File: config.mk
export PLATFORM = sky130hd
export DESIGN_NAME = ttc_unit
export DESIGN_NICKNAME = d
export VERILOG_FILES = /design/src/rtl/ttc_pkg.sv /design/src/rtl/ttc_unit.sv /design/src/rtl/ttc_sync.sv /design/src/rtl/ttc_mcycle.sv
export SDC_FILE = /design/constraint.sdc
export NUM_CORES = 1
export LEC_CHECK = 0
export ABC_AREA = 1
export BUFFER_PORTS_ARGS = -buffer_cell sky130_fd_sc_hd__buf_2
export CORE_ASPECT_RATIO = 0.9
export CORE_UTILIZATION = 35
export DETAILED_ROUTE_END_ITERATION = 6
export GPL_TIMING_DRIVEN = 0
export HOLD_SLACK_MARGIN = 0.1
export SLEW_MARGIN = 10
export SYNTH_ARGS = -nofsm -noshare
export SYNTH_HDL_FRONTEND = slang
export SYNTH_SLANG_ARGS = --single-unit
File: constraint.sdc
create_clock -name clk -period 3.6 [get_ports clk]
set_clock_uncertainty 0.05 [all_clocks]
set_input_delay 1.08 -clock clk [delete_from_list [all_inputs] [get_ports clk]]
set_output_delay 1.08 -clock clk [all_outputs]
set_load 0.02 [all_outputs]
File: src/rtl/ttc_pkg.sv
// Purpose: Constants and types shared by the triple timer/counter unit
// Assumes: 10 MHz clk; one machine cycle is 12 or 6 clk cycles
// Notes: No register bus; control bits arrive as plain ports
package ttc_pkg;
  localparam int unsigned TTC_CLK_HZ = 10000000;
  localparam logic [3:0] TTC_MC_12T = 4'hc;
  localparam logic [3:0] TTC_MC_6T = 4'h6;
  localparam logic [15:0] TTC_RESET_COUNT = 16'h0000;
  localparam logic [15:0] TTC_DOWN_LOAD = 16'hffff;
  localparam logic [4:0] TTC_PRESCALE_MAX = 5'h1f;
  localparam int TTC_PRESCALE_MSB = 4;

  typedef enum logic [1:0] {
    TTC_M13 = 2'h0,
    TTC_M16 = 2'h1,
    TTC_M8R = 2'h2,
    TTC_MSPLIT = 2'h3
  } ttc_mode01_t;

  typedef enum logic [4:0] {
    TTC_C2_OFF = 5'h01,
    TTC_C2_BAUD = 5'h02,
    TTC_C2_CAPTURE = 5'h04,
    TTC_C2_UP_ONLY = 5'h08,
    TTC_C2_UP_DOWN = 5'h10
  } ttc_c2mode_t;
endpackage

File: src/rtl/ttc_unit.sv
// Purpose: Three timer/counters with baud and clock-out functions
// Assumes: Pins asynchronous; CPU control bits synchronous to clk
// Notes: Software flag writes are pulse ports; set wins over clear
`timescale 1ns/1ps
`default_nettype none
module ttc_unit (
  // Clock and reset
  input wire logic clk,
  input wire logic reset,
  input wire logic mode_12t,
  // Pins
  input wire logic ctr0_count_pin,
  input wire logic ctr1_count_pin,
  input wire logic ctr2_count_pin,
  input wire logic ext_int0_pin,
  input wire logic ext_int1_pin,
  input wire logic ctr2_trigger_pin,
  output logic clock_out_pin,
  output logic clock_out_oe_n,
  // Counter 0/1 control
  input wire logic [1:0] ctr0_mode,
  input wire logic ctr0_counter_select,
  input wire logic ctr0_gate,
  input wire logic ctr0_run,
  input wire logic [1:0] ctr1_mode,
  input wire logic ctr1_counter_select,
  input wire logic ctr1_gate,
  input wire logic ctr1_run,
  // Counter 2 control
  input wire logic ctr2_run,
  input wire logic ctr2_counter_select,
  input wire logic capture_not_reload,
  input wire logic ctr2_trigger_allow,
  input wire logic down_count_allow,
  input wire logic tx_baud_from_ctr2,
  input wire logic rx_baud_from_ctr2,
  input wire logic clock_out_enable,
  input wire logic [7:0] reload_capture_low_in,
  input wire logic [7:0] reload_capture_high_in,
  // Software writes, one-cycle pulses
  input wire logic [15:0] ctr0_wdata,
  input wire logic ctr0_wr,
  input wire logic [15:0] ctr1_wdata,
  input wire logic ctr1_wr,
  input wire logic [15:0] ctr2_wdata,
  input wire logic ctr2_wr,
  input wire logic rcap_wr,
  input wire logic [3:0] flag_sw_set,
  input wire logic [3:0] flag_sw_clr,
  // Interrupt vectoring, one-cycle pulses
  input wire logic ctr0_vector_ack,
  input wire logic ctr1_vector_ack,
  // Status
  output logic [15:0] ctr0_count,
  output logic [15:0] ctr1_count,
  output logic [15:0] ctr2_count,
  output logic [7:0] reload_capture_low,
  output logic [7:0] reload_capture_high,
  output logic ctr0_overflow_flag,
  output logic ctr1_overflow_flag,
  output logic ctr2_overflow_flag,
  output logic ctr2_external_flag,
  output logic ctr0_irq,
  output logic ctr1_irq,
  output logic ctr2_irq,
  output logic tx_baud_tick,
  output logic rx_baud_tick
);
  import ttc_pkg::*;

  // ----------------------------------------------------------------
  // Synchronisers and machine cycle
  // ----------------------------------------------------------------
  logic [5:0] pin_s;
  logic [2:0] cpin_prev_r;
  logic trig_prev_r;
  logic tick;
  logic t0pin, t1pin, t2pin, int0, int1, trig;

  ttc_sync #(.W(6)) u_sync (
    .clk(clk),
    .reset(reset),
    .d({ctr2_trigger_pin, ext_int1_pin, ext_int0_pin, ctr2_count_pin,
        ctr1_count_pin, ctr0_count_pin}),
    .q(pin_s)
  );

  ttc_mcycle u_mc (
    .clk(clk),
    .reset(reset),
    .mode_12t(mode_12t),
    .tick(tick)
  );

  assign {trig, int1, int0, t2pin, t1pin, t0pin} = pin_s;

  // Pins sampled once per machine cycle
  always_ff @(posedge clk) begin
    if (reset) begin
      cpin_prev_r <= 3'h0;
      trig_prev_r <= 1'b0;
    end else if (tick) begin
      cpin_prev_r <= {t2pin, t1pin, t0pin};
      trig_prev_r <= trig;
    end
  end

  logic [2:0] cfall;
  logic trig_fall;
  assign cfall = cpin_prev_r & ~{t2pin, t1pin, t0pin} & {3{tick}};
  assign trig_fall = tick & trig_prev_r & ~trig;

  function automatic logic enabled(input logic run, input logic gate,
                                   input logic pin);
    enabled = run & (~gate | pin);
  endfunction

  // ----------------------------------------------------------------
  // Counters 0 and 1
  // ----------------------------------------------------------------
  logic [15:0] c0_nxt, c1_nxt;
  logic c0_ovf, c1_ovf, th0_ovf;
  logic inc0, inc1, inc_th0;

  assign inc0 = enabled(ctr0_run, ctr0_gate, int0) & (ctr0_counter_select ? cfall[0] : tick);
  assign inc1 = enabled(ctr1_run, ctr1_gate, int1) & (ctr1_counter_select ? cfall[1] : tick);
  assign inc_th0 = ctr1_run & tick;

  function automatic logic [16:0] step01(input logic [1:0] m, input logic [15:0] c,
                                         input logic inc);
    logic [15:0] n;
    logic o;
    n = c;
    o = 1'b0;
    if (inc) begin
      unique case (m)
        TTC_M13: begin
          if (c[TTC_PRESCALE_MSB:0] == TTC_PRESCALE_MAX) begin
            n[TTC_PRESCALE_MSB:0] = 5'h00;
            n[15:8] = c[15:8] + 8'h01;
            o = (c[15:8] == 8'hff);
          end else begin
            n[TTC_PRESCALE_MSB:0] = c[TTC_PRESCALE_MSB:0] + 5'h01;
          end
        end
        TTC_M16: begin
          n = c + 16'h0001;
          o = (c == 16'hffff);
        end
        TTC_M8R, TTC_MSPLIT: begin
          o = (c[7:0] == 8'hff);
          n[7:0] = (o && m == TTC_M8R) ? c[15:8] : c[7:0] + 8'h01;
        end
      endcase
    end
    step01 = {o, n};
  endfunction

  always_comb begin
    {c0_ovf, c0_nxt} = step01(ctr0_mode, ctr0_count, inc0);
    th0_ovf = 1'b0;
    if (ctr0_mode == TTC_MSPLIT && inc_th0) begin
      c0_nxt[15:8] = ctr0_count[15:8] + 8'h01;
      th0_ovf = (ctr0_count[15:8] == 8'hff);
    end
    if (ctr1_mode == TTC_MSPLIT) begin
      {c1_ovf, c1_nxt} = {1'b0, ctr1_count};
    end else begin
      {c1_ovf, c1_nxt} = step01(ctr1_mode, ctr1_count, inc1);
    end
  end

  always_ff @(posedge clk) begin
    if (reset) begin
      ctr0_count <= TTC_RESET_COUNT;
      ctr1_count <= TTC_RESET_COUNT;
    end else begin
      ctr0_count <= ctr0_wr ? ctr0_wdata : c0_nxt;
      ctr1_count <= ctr1_wr ? ctr1_wdata : c1_nxt;
    end
  end

  // ----------------------------------------------------------------
  // Counter 2
  // ----------------------------------------------------------------
  ttc_c2mode_t c2mode;
  logic baud_sel, inc2, up2, c2_ovf, c2_load_trig, c2_capture;
  logic [15:0] c2_nxt;

  always_comb begin
    baud_sel = tx_baud_from_ctr2 | rx_baud_from_ctr2;
    if (!ctr2_run) c2mode = TTC_C2_OFF;
    else if (baud_sel) c2mode = TTC_C2_BAUD;
    else if (capture_not_reload) c2mode = TTC_C2_CAPTURE;
    else if (!down_count_allow) c2mode = TTC_C2_UP_ONLY;
    else c2mode = TTC_C2_UP_DOWN;
  end

  assign inc2 = (c2mode != TTC_C2_OFF) & (ctr2_counter_select ? cfall[2] : tick);
  assign up2 = (c2mode != TTC_C2_UP_DOWN) | trig;
  assign c2_capture = (c2mode == TTC_C2_CAPTURE) & ctr2_trigger_allow & trig_fall;
  assign c2_load_trig = (c2mode == TTC_C2_UP_ONLY) & ctr2_trigger_allow & trig_fall;

  always_comb begin
    c2_ovf = 1'b0;
    c2_nxt = ctr2_count;
    if (inc2) begin
      if (up2) begin
        c2_ovf = (ctr2_count == 16'hffff);
        c2_nxt = ctr2_count + 16'h0001;
      end else begin
        c2_ovf = (ctr2_count == {reload_capture_high, reload_capture_low});
        c2_nxt = ctr2_count - 16'h0001;
      end
      if (c2_ovf && c2mode != TTC_C2_CAPTURE) begin
        c2_nxt = up2 ? {reload_capture_high, reload_capture_low} : TTC_DOWN_LOAD;
      end
    end
    if (c2_load_trig) c2_nxt = {reload_capture_high, reload_capture_low};
    if (ctr2_wr) c2_nxt = ctr2_wdata;
  end

  always_ff @(posedge clk) begin
    if (reset) begin
      ctr2_count <= TTC_RESET_COUNT;
      reload_capture_low <= 8'h00;
      reload_capture_high <= 8'h00;
    end else begin
      ctr2_count <= c2_nxt;
      if (c2_capture) begin
        {reload_capture_high, reload_capture_low} <= ctr2_count;
      end else if (rcap_wr) begin
        reload_capture_low <= reload_capture_low_in;
        reload_capture_high <= reload_capture_high_in;
      end
    end
  end

  // ----------------------------------------------------------------
  // Flags, interrupts, baud ticks, clock out
  // ----------------------------------------------------------------
  logic clkout_mode, tf2_set, ctr2_external_flag_set, ctr2_external_flag_tog;
  assign clkout_mode = clock_out_enable & ~ctr2_counter_select;
  assign tf2_set = c2_ovf & ~baud_sel & ~clkout_mode;
  assign ctr2_external_flag_set = ctr2_trigger_allow & trig_fall &
                    (c2mode == TTC_C2_CAPTURE || c2mode == TTC_C2_UP_ONLY ||
                     c2mode == TTC_C2_BAUD);
  assign ctr2_external_flag_tog = c2_ovf & (c2mode == TTC_C2_UP_DOWN);

  function automatic logic flag_nxt(input logic cur, input logic hw_set,
                                    input logic sw_set, input logic clr);
    flag_nxt = hw_set | sw_set | (cur & ~clr);
  endfunction

  always_ff @(posedge clk) begin
    if (reset) begin
      ctr0_overflow_flag <= 1'b0;
      ctr1_overflow_flag <= 1'b0;
      ctr2_overflow_flag <= 1'b0;
      ctr2_external_flag <= 1'b0;
    end else begin
      ctr0_overflow_flag <= flag_nxt(ctr0_overflow_flag, c0_ovf, flag_sw_set[0],
                                     flag_sw_clr[0] | ctr0_vector_ack);
      ctr1_overflow_flag <= flag_nxt(ctr1_overflow_flag,
                                     (ctr0_mode == TTC_MSPLIT) ? th0_ovf : c1_ovf,
                                     flag_sw_set[1], flag_sw_clr[1] | ctr1_vector_ack);
      ctr2_overflow_flag <= flag_nxt(ctr2_overflow_flag, tf2_set, flag_sw_set[2],
                                     flag_sw_clr[2]);
      if (ctr2_external_flag_tog && !flag_sw_set[3] && !flag_sw_clr[3]) begin
        ctr2_external_flag <= ~ctr2_external_flag;
      end else begin
        ctr2_external_flag <= flag_nxt(ctr2_external_flag, ctr2_external_flag_set, flag_sw_set[3],
                                       flag_sw_clr[3]);
      end
    end
  end

  // Interrupt requests follow the flag registers by one cycle; ctr2_irq ignores the external flag in up/down mode
  always_ff @(posedge clk) begin
    if (reset) begin
      ctr0_irq <= 1'b0;
      ctr1_irq <= 1'b0;
      ctr2_irq <= 1'b0;
    end else begin
      ctr0_irq <= ctr0_overflow_flag;
      ctr1_irq <= ctr1_overflow_flag;
      ctr2_irq <= ctr2_overflow_flag |
                  (ctr2_external_flag & (c2mode != TTC_C2_UP_DOWN));
    end
  end

  always_ff @(posedge clk) begin
    if (reset) begin
      tx_baud_tick <= 1'b0;
      rx_baud_tick <= 1'b0;
      clock_out_pin <= 1'b0;
      clock_out_oe_n <= 1'b1;
    end else begin
      tx_baud_tick <= tx_baud_from_ctr2 ? c2_ovf : c1_ovf;
      rx_baud_tick <= rx_baud_from_ctr2 ? c2_ovf : c1_ovf;
      clock_out_oe_n <= ~clkout_mode;
      if (clkout_mode && c2_ovf) clock_out_pin <= ~clock_out_pin;
    end
  end

  // ----------------------------------------------------------------
  // Checks
  // ----------------------------------------------------------------
  a_vector_clears: assert property (@(posedge clk) disable iff (reset)
    ctr0_vector_ack && !c0_ovf && !flag_sw_set[0] |=> !ctr0_overflow_flag)
    else $error("ctr0 flag not cleared on vector");
  a_set_wins: assert property (@(posedge clk) disable iff (reset)
    c0_ovf && ctr0_vector_ack |=> ctr0_overflow_flag)
    else $error("ctr0 overflow lost against clear");
  a_mode1_hold: assert property (@(posedge clk) disable iff (reset)
    ctr1_mode == TTC_MSPLIT && !ctr1_wr |=> $stable(ctr1_count))
    else $error("ctr1 moved in mode 3");
  a_stop_hold: assert property (@(posedge clk) disable iff (reset)
    !ctr0_run && !ctr0_wr && ctr0_mode != TTC_MSPLIT |=> $stable(ctr0_count))
    else $error("ctr0 counted while stopped");
  a_reload_mode2: assert property (@(posedge clk) disable iff (reset)
    ctr0_mode == TTC_M8R && c0_ovf && !ctr0_wr |=> ctr0_count[7:0] == ctr0_count[15:8])
    else $error("mode 2 reload wrong");
  a_baud_no_tf2: assert property (@(posedge clk) disable iff (reset)
    baud_sel && !flag_sw_set[2] && !ctr2_overflow_flag |=> !ctr2_overflow_flag)
    else $error("tf set in baud mode");
  a_down_load: assert property (@(posedge clk) disable iff (reset)
    c2mode == TTC_C2_UP_DOWN && c2_ovf && !up2 && !ctr2_wr |=> ctr2_count == 16'hffff)
    else $error("down overflow load wrong");
  a_clkout_tog: assert property (@(posedge clk) disable iff (reset)
    clkout_mode && c2_ovf |=> clock_out_pin != $past(clock_out_pin))
    else $error("clock out did not toggle");
  a_capture: assert property (@(posedge clk) disable iff (reset)
    c2_capture |=> {reload_capture_high, reload_capture_low} == $past(ctr2_count))
    else $error("capture value wrong");
  a_tick_spacing: assert property (@(posedge clk) disable iff (reset)
    tick && mode_12t |=> !tick [*5])
    else $error("machine cycle too short");
endmodule // ttc_unit
`default_nettype wire

File: src/rtl/ttc_sync.sv
// Purpose: Two-flop synchroniser for pin inputs
// Assumes: Inputs asynchronous to clk
// Notes: First stage feeds only the second
`timescale 1ns/1ps
`default_nettype none
module ttc_sync #(
  parameter int W = 1
) (
  // Clock and reset
  input wire logic clk,
  input wire logic reset,
  // Data
  input wire logic [W-1:0] d,
  output logic [W-1:0] q
);
  logic [W-1:0] meta_r;

  always_ff @(posedge clk) begin
    if (reset) begin
      meta_r <= '0;
      q <= '0;
    end else begin
      meta_r <= d;
      q <= meta_r;
    end
  end
endmodule // ttc_sync
`default_nettype wire

File: src/rtl/ttc_mcycle.sv
// Purpose: Machine-cycle enable from the oscillator clock
// Assumes: mode_12t selects 12 or 6 clocks per cycle
// Notes: tick is one clk wide
`timescale 1ns/1ps
`default_nettype none
module ttc_mcycle (
  // Clock and reset
  input wire logic clk,
  input wire logic reset,
  // Control
  input wire logic mode_12t,
  output logic tick
);
  import ttc_pkg::*;
  logic [3:0] cnt_r;
  logic [3:0] last;

  assign last = mode_12t ? (TTC_MC_12T - 4'h1) : (TTC_MC_6T - 4'h1);

  always_ff @(posedge clk) begin
    if (reset) begin
      cnt_r <= 4'h0;
      tick <= 1'b0;
    end else begin
      tick <= (cnt_r >= last);
      cnt_r <= (cnt_r >= last) ? 4'h0 : cnt_r + 4'h1;
    end
  end
endmodule // ttc_mcycle
`default_nettype wire

==> results.yml, run 1 <==
outcome:
  status: "finished clean"
sta:
  fin_crit_sh_pct: 95.1
  min_period_ns: 3.42
  worstMarginPinSlew_ns: 1.17
  fmax_mhz: 292
  max_slew_margin_pct: 21.4
  finalSetupViolCount: 0
  fin_ws_ns: 0.175
  slew_violations: 0
  fin_tns_setup_ns: 0
  hold_violations: 0
yosys:
  seq_area_frac_synth_pct: 27.8
  synth_fp_nets: 1268
  synth_cell_types: 51
  avgSynthCellArea_sq_um: 6.00
  syn_inst: 1152
  ys_warn_count: 0
  ys_top_cells_by_area: "dfxtp_1 28%, nand2_1 15%, nor2_1 8.6%"
  synth-main-ff-cell: "dfxtp_1"
  synth.ff_latch_count: 96
  synth_edf_count: 0
  synth_top_area_share_pct: 27.8
  async_reset_ff_share_pct: 0
  yosysTopAreaCell: "dfxtp_1"
  syn_area_sq_um: 6910
clocking:
  clk_latency_ns: 0.36
  cts_buffers: 9
  clkSinkCount: 96
  cts.hold.buffers_added: 0
  cts_buffer_depth: 2
  root_buffer: "clkbuf_16"
  ctsHtreeMaxLevel: 3
  cts_tree: "yes"
  cts.clk_slew.worst_paths_ns: 0.08
setup_path:
  crit_fanout: 10
  r2r_setup_slack_ns: 0.48
  cp_slowest_cell: "nor4_2"
  critPathLaunchType: "input pin"
  r2r_cells: 9
  rr_startpoint: "u_mc.tick"
  end_kind: "flip-flop"
  crit_type: "input pin to flip-flop"
  reg2reg_to: "ctr2_count[14]"
  crit_arrival_ns: 3.66
  worst_ep_required_time_ns: 3.84
  crit_buf_inv: 3
  path_cells: "buf_2, nor2_4, buf_4, nand2_4, nor4_2, nor3_2, clkbuf_1, nor2_1, nand2_1, a21oi_1"
  critPathMaxStageDelay_ns: 0.94
  crit_family: "simple AND/OR/NAND/NOR gates"
hold_path:
  hold_class: "flip-flop to flip-flop"
  min_from: "u_sync.meta_r[2]"
  holdPathEnd: "u_sync.q[2]"
  hold_path_depth: 2
power:
  switching_share_pct: 35.2
  clockPowerShare_pct: 34.4
  p_seq_share_pct: 42.8
  finalPower_mw: 2.83
  p_leak_nw: 4.07
  power.switching_mw: 0.996
  p_per_area_nw_per_um2: 333
  intPower_mw: 1.83
  vdd_drop_max_v: 0.000224
  power_frac_comb_pct: 22.8
global_route:
  first_global_vias: 7445
  grt_max_degree: 18
  grt_pass1_wl_mm: 41.2
  grt_antenna_before_repair: 4
  grt.total_usage_pct: 26.7
  overflow: 0
detailed_routing:
  postRouteAntennaNets: 0
  via_per_inst: 5.20
  drc: 0
  routed_wl_mm: 27.0
  dr_total_vias: 8358
  drt_pass1_iterations: 5
  wl_per_cell_um: 16.8
  drtIter0Drc: 699
place:
  dpl.hpwl_mm: 20.9
  gp_congestion: 0.947
  placedCellCount: 1578
  port_buffers: 176
  pre_cts_slack_ns: -0.311
floorplanning:
  die_area_sq_um: 20300
  placementRows: 48
  die_h_um: 135
  io_pins: 180
  core_area_sq_um: 19300
  start_util_pct: 35.8
  die_w_um: 150
layout:
  area_growth_pct: 22.8
  drive_above_1_share_pct: 17.6
  final_util_pct: 44.0
  final_common_cell: "nand2_1"
  stdcell_count: 1607
  final_cell_mix: "285 x nand2_1, 182 x buf_2, 159 x nor2_1"
  final_net_count: 1466
job:
  maxCapViolCount: 0
==> area by class of cell <==
type	instances	area [sq um]
multi-input combinational	862	4220
clock buffer	10	229
inverter	146	548
timing repair buffer	187	963
buffer	48	228
sequential	96	1920
antenna	2	5.00
tap	250	313
fill	2092	10800
clock inverter	6	52.6
==> worst max path at each step <==
stage                      start             end  slack (ns)  depth (start not counted)
5_1_grt         down_count_allow   ctr2_count[8]       -0.01                         23
2_1_floorplan  rx_baud_from_ctr2   ctr2_count[8]        0.48                         21
4_1_cts         down_count_allow   ctr2_count[8]        0.06                         22
3_5_place_dp    down_count_allow   ctr2_count[8]       -0.31                         22
6_report       tx_baud_from_ctr2  ctr2_count[14]        0.18                         10
3_3_place_gp    down_count_allow   ctr2_count[8]       -0.29                         22
==> cell families (layout without fill, tap and decap cells) <==
logic type                 Yosys count  in the layout  share of synthesized area (%)
adders and majority gates           11             11                           1.99
DFF                                 96             96                           27.8
other                                0              2                              0
and+or+nand+nor                    570            570                           34.8
xor gates and xnor gates            21             21                           2.66
buffers and inverters              194            397                           11.1
AOI/OAI and AO/OA                  260            260                           21.6
==> stage by stage <==
step	hold WS (ns)	cell area [sq um]
finish	0.357	8480
global route	0.377	8480
global placement	0.339	8100
floorplan	0.338	6910
CTS	0.358	8380
detailed placement	0.345	8100
==> cells in the mapped netlist (6+ instances only) <==
| library cell | number |
|---|---|
| a211oi_1 | 6 |
| a21oi_1 | 96 |
| buf_2 | 6 |
| clkbuf_1 | 34 |
| dfxtp_1 | 96 |
| ha_1 | 11 |
| inv_1 | 145 |
| nand2_1 | 285 |
| nand3_1 | 75 |
| nand4_1 | 14 |
| nor2_1 | 159 |
| nor3_1 | 11 |
| o211ai_1 | 12 |
| o21ai_0 | 96 |
| o221ai_1 | 6 |
| o41ai_1 | 6 |
| xor2_1 | 19 |
==> layer usage <==
layer	part of all wire [%]	routed length (um)	GRT usage (%)
met1	47	12600	37.9
met2	42	11200	38.2
met3	10	2720	8.22
met4	1.9	505	7.69
met5	0	0	0
==> power by group through the flow <==
stage	clock network [mW]	logic, mW	registers [mW]
after global placement	0	0.631	1.23
after floorplan	0	0.336	1.27
final	0.973	0.645	1.21
after detailed placement	0	0.634	1.23
after CTS	0.989	0.637	1.21
after global routing	1.03	0.717	1.22
==> worst reg2reg max path, stage by stage, from the launching register on <==
cell,delay [ns]
dfxtp_1,0.50
inv_1,0.15
nor2_1,0.14
nand3_1,0.16
nor4_2,0.91
nor3_2,0.34
clkbuf_1,0.42
nor2_1,0.19
nand2_1,0.07
a21oi_1,0.13
==> flip-flops by register name, summed over array words and instances, names as in the netlist, 3 cells and up <==
name / flops
ctr2_count: 16
u_sync.meta_r: 6
u_sync.q: 6
ctr0_count: 16
u_mc.cnt_r: 4
reload_capture_high: 8
ctr1_count: 16
reload_capture_low: 8
cpin_prev_r: 3
==> what timing repair did <==
item / 4_1_cts / 5_1_grt
endpoints found under the setup margin: 0 / 5
resized for setup: 0 / 4
buffers inserted: 0 / 11
No activity file was read; power rests on OpenSTA's default activity.
==> run 2, diff against run 1 <==
--- a/config.mk
+++ b/config.mk
@@ -6,7 +6,7 @@
 export NUM_CORES = 1
 export LEC_CHECK = 0
 export ABC_AREA = 1
-export BUFFER_PORTS_ARGS = -buffer_cell sky130_fd_sc_hd__buf_2
+export BUFFER_PORTS_ARGS = -buffer_cell sky130_fd_sc_hd__buf_4
 export CORE_ASPECT_RATIO = 0.9
 export CORE_UTILIZATION = 35
 export DETAILED_ROUTE_END_ITERATION = 6
==> results.yml, run 2 (synthesized netlist as in run 1, its figures left out) <==
floorplanning:
  die_w_um: 150
  placementRows: 48
  die_area_sq_um: 20300
  core_area_sq_um: 19300
  start_util_pct: 35.8
  io_pins: 180
  die_h_um: 135
place:
  placed_area_sq_um: 8540
  dpl.hpwl_mm: 21.6
  placedCellCount: 1578
  gp_congestion: 0.967
  port_buffers: 176
global_route:
  use_met1_pct: 39.3
  first_global_vias: 7586
  grt_pass1_wl_mm: 42.7
  top_usage_layer: "met2"
  grt_antenna_before_repair: 1
  grtUsageMet3_pct: 7.04
  met2_usage_pct: 41.0
  grt.total_usage_pct: 27.6
  grt_max_degree: 20
  overflow: 0
detailed_routing:
  wl_per_cell_um: 17.3
  drc: 0
  routed_wl_mm: 27.7
  drt_pass1_iterations: 6
  postRouteAntennaNets: 0
  via_per_inst: 5.24
  drtIter0Drc: 641
  dr_total_vias: 8387
clocking:
  clk_latency_ns: 0.37
  cts.hold.buffers_added: 0
  cts_buffer_depth: 2
  cts_tree: "yes"
  clkSinkCount: 96
  cts_buffers: 9
  cts.clk_slew.worst_paths_ns: 0.08
  ctsHtreeMaxLevel: 3
  root_buffer: "clkbuf_16"
layout:
  area_growth_pct: 29.2
  final_common_cell: "nand2_1"
  n_fill_cell: 2081
  top_regs: "ctr0_count: 16 flops, ctr1_count: 16 flops, ctr2_count: 16 flops"
  final_cell_mix: "285 x nand2_1, 185 x buf_4, 159 x nor2_1"
  final_net_count: 1462
  stdcell_count: 1602
  drive_above_1_share_pct: 17.4
  final_area_sq_um: 8930
power:
  p_per_area_nw_per_um2: 336
  vdd_drop_max_v: 0.000253
  p_leak_nw: 4.17
setup_path:
  crit_fanout: 10
  r2r_setup_slack_ns: 0.54
  end_kind: "flip-flop"
  critPathLaunchType: "input pin"
  worst_ep_required_time_ns: 3.78
  crit_arrival_ns: 3.54
  crit_type: "input pin to flip-flop"
sta:
  hold-worst-slack_ns: 0.353
  fin_crit_sh_pct: 93.4
  finalSetupViolCount: 0
  min_period_ns: 3.36
  rsz0062_at_grt: "false"
  worstMarginPinSlew_ns: 1.07
  fmax_mhz: 297
  slew_violations: 0
  hold_violations: 0
  max_slew_margin_pct: 28.3
hold_path:
  hold_class: "flip-flop to flip-flop"
outcome:
  status: "finished clean"
job:
  maxCapViolCount: 0
-- run 2: through the flow --
stage / setup slack [ns] / TNS (ns) / util, % / total power, mW
2_1_floorplan: 0.484 / 0 / - / 1.61
3_3_place_gp: -0.286 / -1.32 / 44.3 / 1.93
3_5_place_dp: -0.311 / -1.14 / 44.3 / 1.93
4_1_cts: 0.0656 / 0 / 46.0 / 3.00
5_1_grt: 0.00123 / 0 / 46.3 / 3.14
6_report: 0.237 / 0 / 46.3 / 3.00
-- run 2: timing repair --
action,in CTS,in global routing
setup endpoints to repair,0,5
endpoints found under the hold margin,0,0
gates resized for setup,0,3
setup buffers,0,7
-- run 2: path summary, 6_finish.rpt --
kind               startpoint             to  cells past startpoint
max          down_count_allow  ctr2_count[8]                     22
min          u_sync.meta_r[2]    u_sync.q[2]                      2
max reg2reg         u_mc.tick  ctr2_count[7]                      9
min reg2reg  u_sync.meta_r[2]    u_sync.q[2]                      2
-- run 2: power by group --
part	total, mW	internal (mW)	switching [mW]
clock	1.08	0.562	0.515
combinational	0.709	0.281	0.428
sequential	1.22	1.13	0.0872
total	3.00	1.97	1.03
-- run 2: critical path, stage by stage --
cell and delay, ns:
buf_4 0.12, inv_1 0.08, nor2_4 0.05, nand4_4 0.15, clkbuf_2 0.30, nand2_1 0.11, nand2_1 0.08, inv_1 0.04
ha_1 0.16, or2_2 0.34, nand2_1 0.10, nand2_1 0.10, nand2_1 0.11, nand2_1 0.05, nand2_1 0.07, nand2_1 0.10
nand2_1 0.10, nand3_1 0.10, nand2_1 0.09, nand2_1 0.05, nand2_1 0.08, a21oi_1 0.05
-- run 2: routing by layer --
| layer | share of wire [%] | vias up |
|---|---|---|
| li1 | - | 4179 |
| met1 | 46 | 3808 |
| met2 | 42 | 372 |
| met3 | 11 | 28 |
| met4 | 1.6 | 0 |
| met5 | 0 | - |
-- run 2: layout make-up --
type	count	area [sq um]	area share (%)
multi-input combinational	862	4220	47.3
tap	250	313	3.50
clock buffer	9	225	2.52
antenna	1	2.50	0.0280
clock inverter	7	98.8	1.11
timing repair buffer	183	1370	15.4
inverter	146	548	6.14
sequential	96	1920	21.5
buffer	48	223	2.50
==> run 3, diff against run 2 <==
--- a/config.mk
+++ b/config.mk
@@ -5,7 +5,7 @@
 export SDC_FILE = /design/constraint.sdc
 export NUM_CORES = 1
 export LEC_CHECK = 0
-export ABC_AREA = 1
+export ABC_AREA = 0
 export BUFFER_PORTS_ARGS = -buffer_cell sky130_fd_sc_hd__buf_4
 export CORE_ASPECT_RATIO = 0.9
 export CORE_UTILIZATION = 35
==> results.yml, run 3 <==
outcome:
  status: "finished clean"
layout:
  multi_input_area_sq_um: 4170
  n_fill_cell: 1847
  final_cell_mix: "178 x buf_4, 100 x nor2_1, 96 x dfxtp_1"
  drive_above_1_share_pct: 24.0
  area_growth_pct: 31.2
  final_common_cell: "buf_4"
  final_net_count: 1099
  antennaDiodeCount: 0
  top_regs: "ctr0_count: 16 flops, ctr1_count: 16 flops, ctr2_count: 16 flops"
  register_area_sq_um: 1920
  stdcell_count: 1228
sta:
  fin_crit_sh_pct: 97.8
  max_slew_margin_pct: 45.8
  worstMarginPinSlew_ns: 0.808
  hold_violations: 0
  hold-worst-slack_ns: 0.385
  fmax_mhz: 284
  slew_violations: 0
  min_period_ns: 3.52
  finalSetupViolCount: 0
yosys:
  synth-main-ff-cell: "dfxtp_1"
  async_reset_ff_share_pct: 0
  ys_top_cells_by_area: "dfxtp_1 30%, nor2_1 6.0%, mux2i_1 5.8%"
  yosysTopAreaCell: "dfxtp_1"
  synth_cell_types: 81
  syn_area_sq_um: 6360
  ys_warn_count: 0
  seq_area_frac_synth_pct: 30.2
  synth.most_common_cell: "nor2_1"
  synth.ff_latch_count: 96
  synth_fp_nets: 912
  ys_top_cells_by_count: "101 x nor2_1, 96 x dfxtp_1, 69 x nand2_1"
  avgSynthCellArea_sq_um: 7.99
  synth_edf_count: 0
  synth_top_area_share_pct: 30.2
  syn_inst: 796
setup_path:
  worst_ep_required_time_ns: 3.82
  crit_fanout: 6
  end_kind: "flip-flop"
  crit_arrival_ns: 3.74
  crit_type: "input pin to flip-flop"
  critPathLaunchType: "input pin"
clocking:
  cts_buffers: 9
  cts.hold.buffers_added: 0
  cts_buffer_depth: 2
  clkSinkCount: 96
  ctsHtreeMaxLevel: 3
  clk_latency_ns: 0.36
  cts_tree: "yes"
  cts.clk_slew.worst_paths_ns: 0.07
  root_buffer: "clkbuf_16"
global_route:
  first_global_vias: 6059
  overflow: 0
  grt.total_usage_pct: 24.0
  grt_max_degree: 17
  grt_antenna_before_repair: 0
  grt_pass1_wl_mm: 34.2
power:
  finalPower_mw: 2.80
  p_per_area_nw_per_um2: 336
  p_leak_nw: 3.39
  vdd_drop_max_v: 0.000226
floorplanning:
  core_area_sq_um: 17700
  io_pins: 180
  start_util_pct: 35.9
  die_h_um: 130
  placementRows: 46
  die_w_um: 144
  die_area_sq_um: 18700
place:
  placedCellCount: 1209
  dpl.hpwl_mm: 17.0
  gp_congestion: 0.932
  port_buffers: 173
detailed_routing:
  via_per_inst: 5.55
  drt_pass1_iterations: 5
  drtIter0Drc: 654
  drc: 0
  routed_wl_mm: 22.7
  dr_total_vias: 6821
  postRouteAntennaNets: 0
  wl_per_cell_um: 18.4
job:
  maxCapViolCount: 0
hold_path:
  hold_class: "flip-flop to flip-flop"
run 3: what timing repair did:
action	in CTS	in global routing
setup buffers	0	3
pin swaps	0	4
cloned	0	0
gates resized for setup	4	11
setup endpoints to repair	7	10
run 3: kinds of logic (layout without fill, tap and decap cells):
group                    after synthesis  after routing  share of synthesized area (%)
AO/OA/AOI/OAI                        203            203                           23.4
AND/OR/NAND/NOR                      327            327                           27.3
adder cells (fa/ha/maj)               11             11                           2.16
XOR/XNOR                              42             42                           5.79
buffers and inverters                 79            271                           5.04
flip-flops                            96             96                           30.2
multiplexers                          38             38                           6.06
run 3: area by class of cell:
cell class	count	area share [%]
Buffer	53	2.76
Clock buffer	10	2.75
Clock inverter	6	0.810
Inverter	26	1.17
Multi-Input combinational cell	621	50.0
Sequential cell	96	23.0
Tap cell	240	3.60
Timing Repair Buffer	176	15.8
run 3: worst paths after layout:
check                          from                  to  slack (ns)  cells past startpoint
setup reg to reg          u_mc.tick       ctr2_count[3]        0.59                      9
hold reg to reg    u_sync.meta_r[3]         u_sync.q[3]        0.39                      1
hold / removal     u_sync.meta_r[3]         u_sync.q[3]        0.39                      1
setup / recovery  tx_baud_from_ctr2  ctr2_external_flag        0.08                     10
run 3: worst max-delay path, cell delays in order:
cell and delay, ns:
buf_4 0.14, nor4b_4 0.39, nand2_2 0.19, buf_4 0.18, buf_4 0.12, o22ai_1 0.34, nand4_2 0.29, nor4_2 0.48
mux2_4 0.34, nor4_2 0.18
run 3: per-stage QoR:
stage | setup TNS [ns] | util [%] | setup slack, ns | area (sq um)
after CTS | 0 | 46.6 | 0.00852 | 8260
final | 0 | 47.0 | 0.0803 | 8340
after detailed placement | -6.97 | 44.9 | -0.820 | 7960
after global placement | -6.42 | 44.9 | -0.787 | 7960
after floorplan | 0 | - | 0.0408 | 6360
after global routing | -0.000647 | 47.0 | -0.000647 | 8340
run 3: per-layer routing:
metal / up-vias / track usage, % / share of wire (%)
met5: - / 0 / 0
met4: 0 / 6.51 / 1.4
met3: 25 / 5.61 / 8.1
met2: 278 / 34.7 / 42
met1: 3226 / 35.3 / 49
li1: 3292 / - / -
run 3: report_power, final:
part | switching [mW] | total [mW] | leakage, nW | internal [mW]
Sequential | 0.0838 | 1.21 | 0.792 | 1.12
Clock | 0.452 | 0.996 | 0.139 | 0.544
Combinational | 0.331 | 0.599 | 2.46 | 0.269
